File: config.mk
export PLATFORM = sky130hd
export DESIGN_NAME = fpt_fan
export DESIGN_NICKNAME = d
export VERILOG_FILES = /design/src/fpt_pkg.sv /design/src/fpt_fan.sv /design/src/fpt_tick.sv
export SDC_FILE = /design/constraint.sdc
export NUM_CORES = 1
export LEC_CHECK = 0
export ABC_AREA = 1
export BUFFER_PORTS_ARGS = -buffer_cell sky130_fd_sc_hd__buf_2
export CORE_ASPECT_RATIO = 0.9
export CORE_MARGIN = 2
export CORE_UTILIZATION = 40
export CTS_CLUSTER_DIAMETER = 200
export DETAILED_ROUTE_END_ITERATION = 8
export MAX_ROUTING_LAYER = met4
export SKIP_LAST_GASP = 1
export SYNTH_ARGS = -nofsm -noshare
export SYNTH_HDL_FRONTEND = slang
export SYNTH_HIERARCHICAL = 1
export SYNTH_SLANG_ARGS = --single-unit
File: constraint.sdc
create_clock -name clk_sys_i -period 2.1 [get_ports clk_sys_i]
set_clock_uncertainty 0.05 [all_clocks]
set_input_delay 0.105 -clock clk_sys_i [delete_from_list [all_inputs] [get_ports clk_sys_i]]
set_output_delay 0.105 -clock clk_sys_i [all_outputs]
set_load 0.02 [all_outputs]
File: src/fpt_pkg.sv
package fpt_pkg;

   // Register byte addresses on the APB slave.
   localparam logic [7:0] FPT_ADDR_DRIVE   = 8'h00;
   localparam logic [7:0] FPT_ADDR_CONTROL = 8'h04;
   localparam logic [7:0] FPT_ADDR_TACH    = 8'h08;

   // Field positions in the fan drive setting.
   localparam int FPT_DRIVE_FORCE_BIT = 0;
   localparam int FPT_DRIVE_DUTY_LSB  = 1;
   localparam int FPT_DUTY_W          = 6;

   // Field positions in the fan control setting.
   localparam int FPT_CTRL_RATE_LSB = 0;
   localparam int FPT_RATE_W        = 16;
   localparam int FPT_CTRL_TACH_CLOCK_DIVISOR_LSB = 16;
   localparam int FPT_TACH_CLOCK_DIVISOR_W        = 8;

   // Reset values.
   localparam logic [7:0]  FPT_DRIVE_RESET = 8'h00;
   localparam logic [15:0] FPT_RATE_RESET  = 16'h0001;
   localparam logic [7:0]  FPT_TACH_CLOCK_DIVISOR_RESET  = 8'h01;

   // Tach base time unit: 30.52 us, kept in nanoseconds.
   localparam int FPT_CLK_NS         = 100;
   localparam int FPT_TACH_BASE_NS   = 30520;
   localparam int FPT_TACH_BASE_CYC  = FPT_TACH_BASE_NS / FPT_CLK_NS;
   localparam int FPT_TACH_CNT_W     = 16;

   // One APB request bundled for the register decode.
   typedef struct packed {
      logic        wr;
      logic [7:0]  addr;
      logic [31:0] wdata;
   } fpt_req_s;

endpackage

File: src/fpt_fan.sv
// Contract
// - Force-high bit zero of drive setting holds fan output high.
// - With force bit clear, duty comes from drive bits six down to one.
// - Duty field zero with force clear keeps fan output low.
// - Nonzero duty gives steps of one sixty-fourth of the period.
// - Period is sixty-four steps of a rate chosen by control setting.
// - High time spans the range the period and duty settings allow.
// - Tach counter ticks every base unit times the control divisor.
//
// Register access over APB and the address map were left to the implementer.
`timescale 1ns/100ps
`default_nettype none
module fpt_fan
   import fpt_pkg::*;
(
   input  wire logic        clk_sys_i,  // System clock, 10 MHz.
   input  wire logic        reset_i,    // Synchronous reset, active high.
   input  wire logic        psel,       // APB select.
   input  wire logic        penable,    // APB access phase.
   input  wire logic        pwrite,     // APB direction, high for write.
   input  wire logic [7:0]  paddr,      // APB byte address.
   input  wire logic [31:0] pwdata,     // APB write data.
   output logic [31:0]      prdata,     // APB read data.
   output logic             pready,     // APB ready.
   output logic             pslverr,    // APB error on unmapped address.
   input  wire logic        tach_i,     // Fan tach sensor pin.
   output logic             fan_drive_output_o // Fan drive pin.
);

   fpt_req_s                  req;
   logic [7:0]                fan_drive_setting;
   logic [FPT_RATE_W-1:0]     rate_div;
   logic [FPT_TACH_CLOCK_DIVISOR_W-1:0]     tach_clock_divisor;
   logic [FPT_TACH_CNT_W-1:0] tach_run;
   logic [FPT_TACH_CNT_W-1:0] tach_speed;
   logic [FPT_DUTY_W-1:0]     pwm_phase;
   logic                      step_tick;
   logic                      base_tick;
   logic                      tach_tick;
   logic [FPT_TACH_CLOCK_DIVISOR_W-1:0]     tach_clock_divisor_cnt;
   logic                      tach_meta;
   logic                      tach_sync;
   logic                      tach_prev;
   logic                      access;
   logic                      complete;
   logic                      next_pwm;

   assign req    = '{wr: pwrite, addr: paddr, wdata: pwdata};
   assign access   = psel && penable && !pready;
   assign complete = psel && penable && pready;

   // Decodes whether an address maps to a register.
   function automatic logic fpt_mapped(input logic [7:0] a);
      return (a == FPT_ADDR_DRIVE) || (a == FPT_ADDR_CONTROL) || (a == FPT_ADDR_TACH);
   endfunction

   ////////////////////////////////////////////////////////////////////////////
   // APB slave: one wait state, so the access phase always ends on its second edge.
   always_ff @(posedge clk_sys_i) begin
      if (reset_i) begin
         pready  <= 1'b0;
         pslverr <= 1'b0;
         prdata  <= 32'h0000_0000;
      end else if (access) begin
         pready  <= 1'b1;
         pslverr <= !fpt_mapped(req.addr);
         prdata  <= 32'h0000_0000;
         if (!req.wr) begin
            case (req.addr)
               FPT_ADDR_DRIVE:   prdata <= {24'h00_0000, fan_drive_setting};
               FPT_ADDR_CONTROL: prdata <= {8'h00, tach_clock_divisor, rate_div};
               FPT_ADDR_TACH:    prdata <= {16'h0000, tach_speed};
               default:          prdata <= 32'h0000_0000;
            endcase
         end
      end else begin
         pready  <= 1'b0;
         pslverr <= 1'b0;
      end
   end

   // Settings take effect only at the completing edge of a write, where the master sees pready.
   always_ff @(posedge clk_sys_i) begin
      if (reset_i) begin
         fan_drive_setting  <= FPT_DRIVE_RESET;
         rate_div           <= FPT_RATE_RESET;
         tach_clock_divisor <= FPT_TACH_CLOCK_DIVISOR_RESET;
      end else if (complete && req.wr) begin
         if (req.addr == FPT_ADDR_DRIVE) begin
            fan_drive_setting <= req.wdata[7:0];
         end
         if (req.addr == FPT_ADDR_CONTROL) begin
            rate_div           <= req.wdata[FPT_CTRL_RATE_LSB +: FPT_RATE_W];
            tach_clock_divisor <= req.wdata[FPT_CTRL_TACH_CLOCK_DIVISOR_LSB +: FPT_TACH_CLOCK_DIVISOR_W];
         end
      end
   end

   ////////////////////////////////////////////////////////////////////////////
   // PWM step rate; sixty-four steps make one period.
   fpt_tick #(.W(FPT_RATE_W)) u_step (
      .clk_sys_i (clk_sys_i),
      .reset_i   (reset_i),
      .div_i     (rate_div),
      .tick_o    (step_tick)
   );

   // Phase counter advances one step per tick.
   always_ff @(posedge clk_sys_i) begin
      if (reset_i) begin
         pwm_phase <= '0;
      end else if (step_tick) begin
         pwm_phase <= pwm_phase + FPT_DUTY_W'(1);
      end
   end

   // Output is high while phase is below duty, so duty/64 of the period is high.
   always_comb begin
      if (fan_drive_setting[FPT_DRIVE_FORCE_BIT]) begin
         next_pwm = 1'b1;
      end else begin
         next_pwm = pwm_phase < fan_drive_setting[FPT_DRIVE_DUTY_LSB +: FPT_DUTY_W];
      end
   end

   // Registered so the pin never glitches on a setting change.
   always_ff @(posedge clk_sys_i) begin
      if (reset_i) begin
         fan_drive_output_o <= 1'b0;
      end else begin
         fan_drive_output_o <= next_pwm;
      end
   end

   ////////////////////////////////////////////////////////////////////////////
   // Base time unit tick of about 30.5 us; truncation to whole cycles costs under 1 %.
   fpt_tick #(.W(16)) u_base (
      .clk_sys_i (clk_sys_i),
      .reset_i   (reset_i),
      .div_i     (16'(FPT_TACH_BASE_CYC)),
      .tick_o    (base_tick)
   );

   // Divides the base tick by the programmed divisor.
   always_ff @(posedge clk_sys_i) begin
      if (reset_i) begin
         tach_clock_divisor_cnt  <= '0;
         tach_tick <= 1'b0;
      end else begin
         tach_tick <= 1'b0;
         if (base_tick) begin
            if (tach_clock_divisor_cnt + FPT_TACH_CLOCK_DIVISOR_W'(1) >= tach_clock_divisor) begin
               tach_clock_divisor_cnt  <= '0;
               tach_tick <= 1'b1;
            end else begin
               tach_clock_divisor_cnt <= tach_clock_divisor_cnt + FPT_TACH_CLOCK_DIVISOR_W'(1);
            end
         end
      end
   end

   // Tach pin comes from outside, so it passes two flops first.
   always_ff @(posedge clk_sys_i) begin
      if (reset_i) begin
         tach_meta <= 1'b0;
         tach_sync <= 1'b0;
         tach_prev <= 1'b0;
      end else begin
         tach_meta <= tach_i;
         tach_sync <= tach_meta;
         tach_prev <= tach_sync;
      end
   end

   // Counts tach ticks between rising edges; saturates on a stalled fan.
   // Shorter pulses than the sensor minimum still count but lose resolution.
   always_ff @(posedge clk_sys_i) begin
      if (reset_i) begin
         tach_run   <= '0;
         tach_speed <= '0;
      end else if (tach_sync && !tach_prev) begin
         // A tick in the edge cycle still closes the interval, so none is lost.
         if (tach_tick && tach_run != '1) begin
            tach_speed <= tach_run + FPT_TACH_CNT_W'(1);
         end else begin
            tach_speed <= tach_run;
         end
         tach_run   <= '0;
      end else if (tach_tick && tach_run != '1) begin
         tach_run <= tach_run + FPT_TACH_CNT_W'(1);
      end
   end

   ////////////////////////////////////////////////////////////////////////////
   force_high_a: assert property (@(posedge clk_sys_i) disable iff (reset_i)
      fan_drive_setting[FPT_DRIVE_FORCE_BIT] |=> fan_drive_output_o)
      else $error("fan output not high while forced");

   duty_zero_a: assert property (@(posedge clk_sys_i) disable iff (reset_i)
      fan_drive_setting[6:0] == 7'h00 ##1 fan_drive_setting[6:0] == 7'h00
      |-> !fan_drive_output_o)
      else $error("fan output high with zero duty");

   duty_cmp_a: assert property (@(posedge clk_sys_i) disable iff (reset_i)
      !fan_drive_setting[0] |=> fan_drive_output_o ==
      ($past(pwm_phase) < $past(fan_drive_setting[6:1])))
      else $error("fan output disagrees with duty");

   full_duty_a: assert property (@(posedge clk_sys_i) disable iff (reset_i)
      fan_drive_setting == 8'h7e && $stable(fan_drive_setting) && pwm_phase == 6'd63
      |=> !fan_drive_output_o)
      else $error("duty 63 did not drop for last step");

   phase_step_a: assert property (@(posedge clk_sys_i) disable iff (reset_i)
      step_tick |=> pwm_phase == $past(pwm_phase) + 6'd1)
      else $error("pwm phase did not advance");

   tach_tick_a: assert property (@(posedge clk_sys_i) disable iff (reset_i)
      tach_tick |-> $past(base_tick))
      else $error("tach tick without base tick");

   speed_latch_a: assert property (@(posedge clk_sys_i) disable iff (reset_i)
      tach_sync && !tach_prev |=> tach_run == 16'h0000 &&
      tach_speed == $past(tach_run) + 16'($past(tach_tick && tach_run != 16'hffff)))
      else $error("tach speed not latched on edge");

   apb_ready_a: assert property (@(posedge clk_sys_i) disable iff (reset_i)
      psel && penable && !pready |=> pready)
      else $error("apb access not answered in one cycle");

   pwm_high_c: cover property (@(posedge clk_sys_i) disable iff (reset_i)
      !fan_drive_setting[0] && fan_drive_output_o ##1 !fan_drive_output_o);
   force_c: cover property (@(posedge clk_sys_i) disable iff (reset_i)
      fan_drive_setting[0] && fan_drive_output_o);
   tach_c: cover property (@(posedge clk_sys_i) disable iff (reset_i)
      tach_sync && !tach_prev && tach_run != 16'h0000);

endmodule
`default_nettype wire

File: src/fpt_tick.sv
`timescale 1ns/100ps
`default_nettype none
module fpt_tick
   import fpt_pkg::*;
#(
   parameter int W = 16
) (
   input  wire logic         clk_sys_i, // System clock.
   input  wire logic         reset_i,   // Synchronous reset, active high.
   input  wire logic [W-1:0] div_i,     // Cycles per tick, zero acts as one.
   output logic              tick_o     // One-cycle enable pulse.
);

   logic [W-1:0] count;

   // Counts down and pulses once per wrap so every slower rate stays on one clock.
   always_ff @(posedge clk_sys_i) begin
      if (reset_i) begin
         count  <= '0;
         tick_o <= 1'b0;
      end else if (count == '0) begin
         count  <= (div_i == '0) ? '0 : div_i - W'(1);
         tick_o <= 1'b1;
      end else begin
         count  <= count - W'(1);
         tick_o <= 1'b0;
      end
   end

endmodule
`default_nettype wire
==> impl_metrics.ini <==
[critical_path]
crit_start = tach_clock_divisor_cnt[1]
cp.arrival_ps = 2200
cp_common_cell = nand2_1
cp_max_fo = 6
worstPathRequired_ps = 2410
crit_type = reg -> reg
crit_family = simple AND/OR/NAND/NOR gates
end_kind = flop
path_buf_inv = 3
worstPathCellList = nand3_1, inv_1, nand2_1, nand2_1, nand2_1, ha_1, nand2_1, inv_1, nor2_1, o21a_2, buf_4, nand4_1, a21oi_1
rr_startpoint = tach_clock_divisor_cnt[1]
slowest_delay_ps = 370
crit_path_start_kind = flop
cpMaxStageDelayCell = dfxtp_2

[power]
p_per_area_mw_per_mm2 = 967.1
leakage_nw = 4.561
internal_power_w = 0.005897
p_switching_w = 0.003520
power_frac_clock_pct = 33.0
peakVddDrop_v = 0.0004491
p_comb_share_pct = 32.3
power.share.sequential_pct = 34.8
sw_frac_of_total_pct = 37.38

[synth]
avgSynthCellArea_um2 = 6.494
async_flop_share_pct = 0
synth_top_family_by_area = simple AND/OR/NAND/NOR gates
synth_top_cell_by_area = dfxtp_1
yosys.cell_types.count = 38
synth_compound_area_share_pct = 9.160
synth_warnings = 6
synth_common_cells = nand2_1, nand3_1, dfxtp_1, nor2_1, inv_1
synthSimpleGateAreaFrac_pct = 39.78
ys_ff_latch = 143
yosysMostFrequentCell = nand2_1
syn_area_mm2 = 0.008059
synth-edff-count = 0
synth_flop_cell = dfxtp_1
synthCells = 1241
muxShareOfSynthArea_pct = 0
synth-adder-area-share_pct = 3.416
synth_xor_area_share_pct = 2.500
synth_area_leaders = dfxtp_1, nand2_1, nand3_1
yosysSeqAreaShare_pct = 35.52
synth_top_area_share_pct = 35.52

[floorplan]
fp.dieArea_mm2 = 0.02130
start_util_pct = 40.57
ioPinCount = 81
rows = 49
die_w_um = 153.6
die_y_um = 138.7
coreArea_mm2 = 0.01986

[min_path]
hold_path_class = in -> reg
hp-start = paddr[0]

[global_routing]
antenna_found_initial = 0
grt_start_max_net_pins = 78
grt_use_total_pct = 20.05
grt_pass1_wl_um = 34180
grt_overflow = 0
grt_pass1_vias = 7274

[run]
maxCapViolations = 0

[cts]
cts_num_sinks = 143
cts_max_level = 4
cts_max_path_buffers = 2
cts_root_buf = clkbuf_16
cts_tree = yes
cts.reportedPaths.clkPinSlew_ps = 60
cts_made_buffers = 17
insertion_delay_ps = 430

[placement]
io_buffers = 64
placedCellCount = 1593
gp_congestion = 0.8273
hpwl_um = 14710

[sta]
finalCritPeriodShare_pct = 89.64
finalCriticalPeriod_ps = 1882
max_freq_mhz = 531.2
rsz0062_at_grt = no
worst_pin_slew_ps = 502.4
slew_headroom_pct = 66.38
slew_viol_final = 0
finalSetupViolations = 0
setup_tns_ps = 0
hold_viol_final = 0

[drt]
vias = 7809
firstDrtPassIters = 5
ant_nets = 0
routed_wl_um = 20280
drt_iter0_markers = 446
route.detailed.drc = 0
via_per_inst = 4.716
wire_per_inst_um = 12.24

[finish]
fill_cells = 2096
stdcell_count = 1656
register_area_mm2 = 0.002869
drive_above_1_share_pct = 12.56
multiInputGateArea_mm2 = 0.004651
area_growth_pct = 20.82
fin_nets = 1456
antennaDiodeCount = 0

[status]
outcome = finished, final reports clean
[repair_timing]
item                                    CTS  global route
hold endpoints to repair                 42             0
endpoints found under the setup margin    0             9
resized for setup                         0             8
setup buffers                             0             4
hold buffers                             27             0
[area by class of cell]
type	instances	area share [%]
inverters	137	5.294
multi-input cells	974	47.76
repair buffers	115	8.070
clock buffers	17	4.369
flip-flops and latches	143	29.47
clock inverters	15	1.760
well taps	255	3.277
[worst paths after layout]
kind / endpoint / slack, ps / cells past startpoint
min: pslverr / 110 / 4
min reg2reg: tach_sync / 360 / 2
max reg2reg: tach_clock_divisor_cnt[3] / 220 / 13
max: tach_clock_divisor_cnt[3] / 220 / 13
[through the flow]
stage | total power [W] | instance area [µm²] | setup slack [ps] | utilization, % | hold slack (ps)
6_report | 0.009417 | 9737 | 217.6 | 49.02 | 111.8
5_1_grt | 0.01013 | 9737 | 21.72 | 49.02 | 152.0
4_1_cts | 0.009462 | 9684 | 44.00 | 48.75 | 97.79
3_5_place_dp | 0.006287 | 8817 | 56.93 | 44.39 | 313.4
3_3_place_gp | 0.006264 | 8817 | 79.72 | 44.39 | 300.9
2_1_floorplan | 0.005740 | 8265 | 258.8 | - | 162.0
[power by group through the flow]
stage                     Combinational [W]  Sequential, W  Clock (W)
final                               0.00304        0.00328    0.00310
after global routing                0.00352        0.00332    0.00329
after CTS                           0.00302        0.00327    0.00317
after detailed placement            0.00296        0.00333          0
after global placement              0.00293        0.00333          0
after floorplan                     0.00248        0.00326          0
[kinds of logic after synthesis]
group | count (synthesis)
adder cells (fa/ha/maj) | 22
flip-flops | 143
AO/OA/AOI/OAI | 138
other | 2
buffers and inverters | 179
XOR/XNOR | 23
AND/OR/NAND/NOR | 734
[state kept, by name, indices dropped and copies added, names as in the netlist, 6 cells and up]
register	flops
u_base/count	16
tach_speed	16
u_step/count	16
fan_drive_setting	8
prdata	24
tach_clock_divisor	8
tach_clock_divisor_cnt	8
tach_run	16
pwm_phase	6
rate_div	16
[cells in the final DEF (no fill, tap or decap), types with 3 or more instances in the layout]
master         instances
a21o_1                 3
a21oi_1               96
a21oi_2                7
buf_2                 63
buf_4                 24
clkbuf_16             17
conb_1                57
dfxtp_1              140
dlygate4sd3_1         27
ha_1                  21
inv_1                133
inv_6                  8
nand2_1              373
nand2_2                6
nand3_1              155
nand3_2                4
nand3b_1               3
nand4_1               19
nor2_1               136
nor2_2                15
nor2_4                 6
nor3_1                 6
o21ai_0               27
or2_2                  3
xnor2_1                4
xor2_1                19
[worst min-delay path, stage by stage]
cell and delay, ps:
buf_2 90, nor2_1 50, o211ai_1 170, and2_1 150
[per-layer routing]
metal	vias to the layer above	global-route usage, %	routed length, µm
li1	4210	-	-
met1	3470	24.96	9578
met5	-	-	0
met3	21	3.156	760
met2	108	33.47	9654
met4	0	6.229	284
No activity file was read; power rests on OpenSTA's default activity.
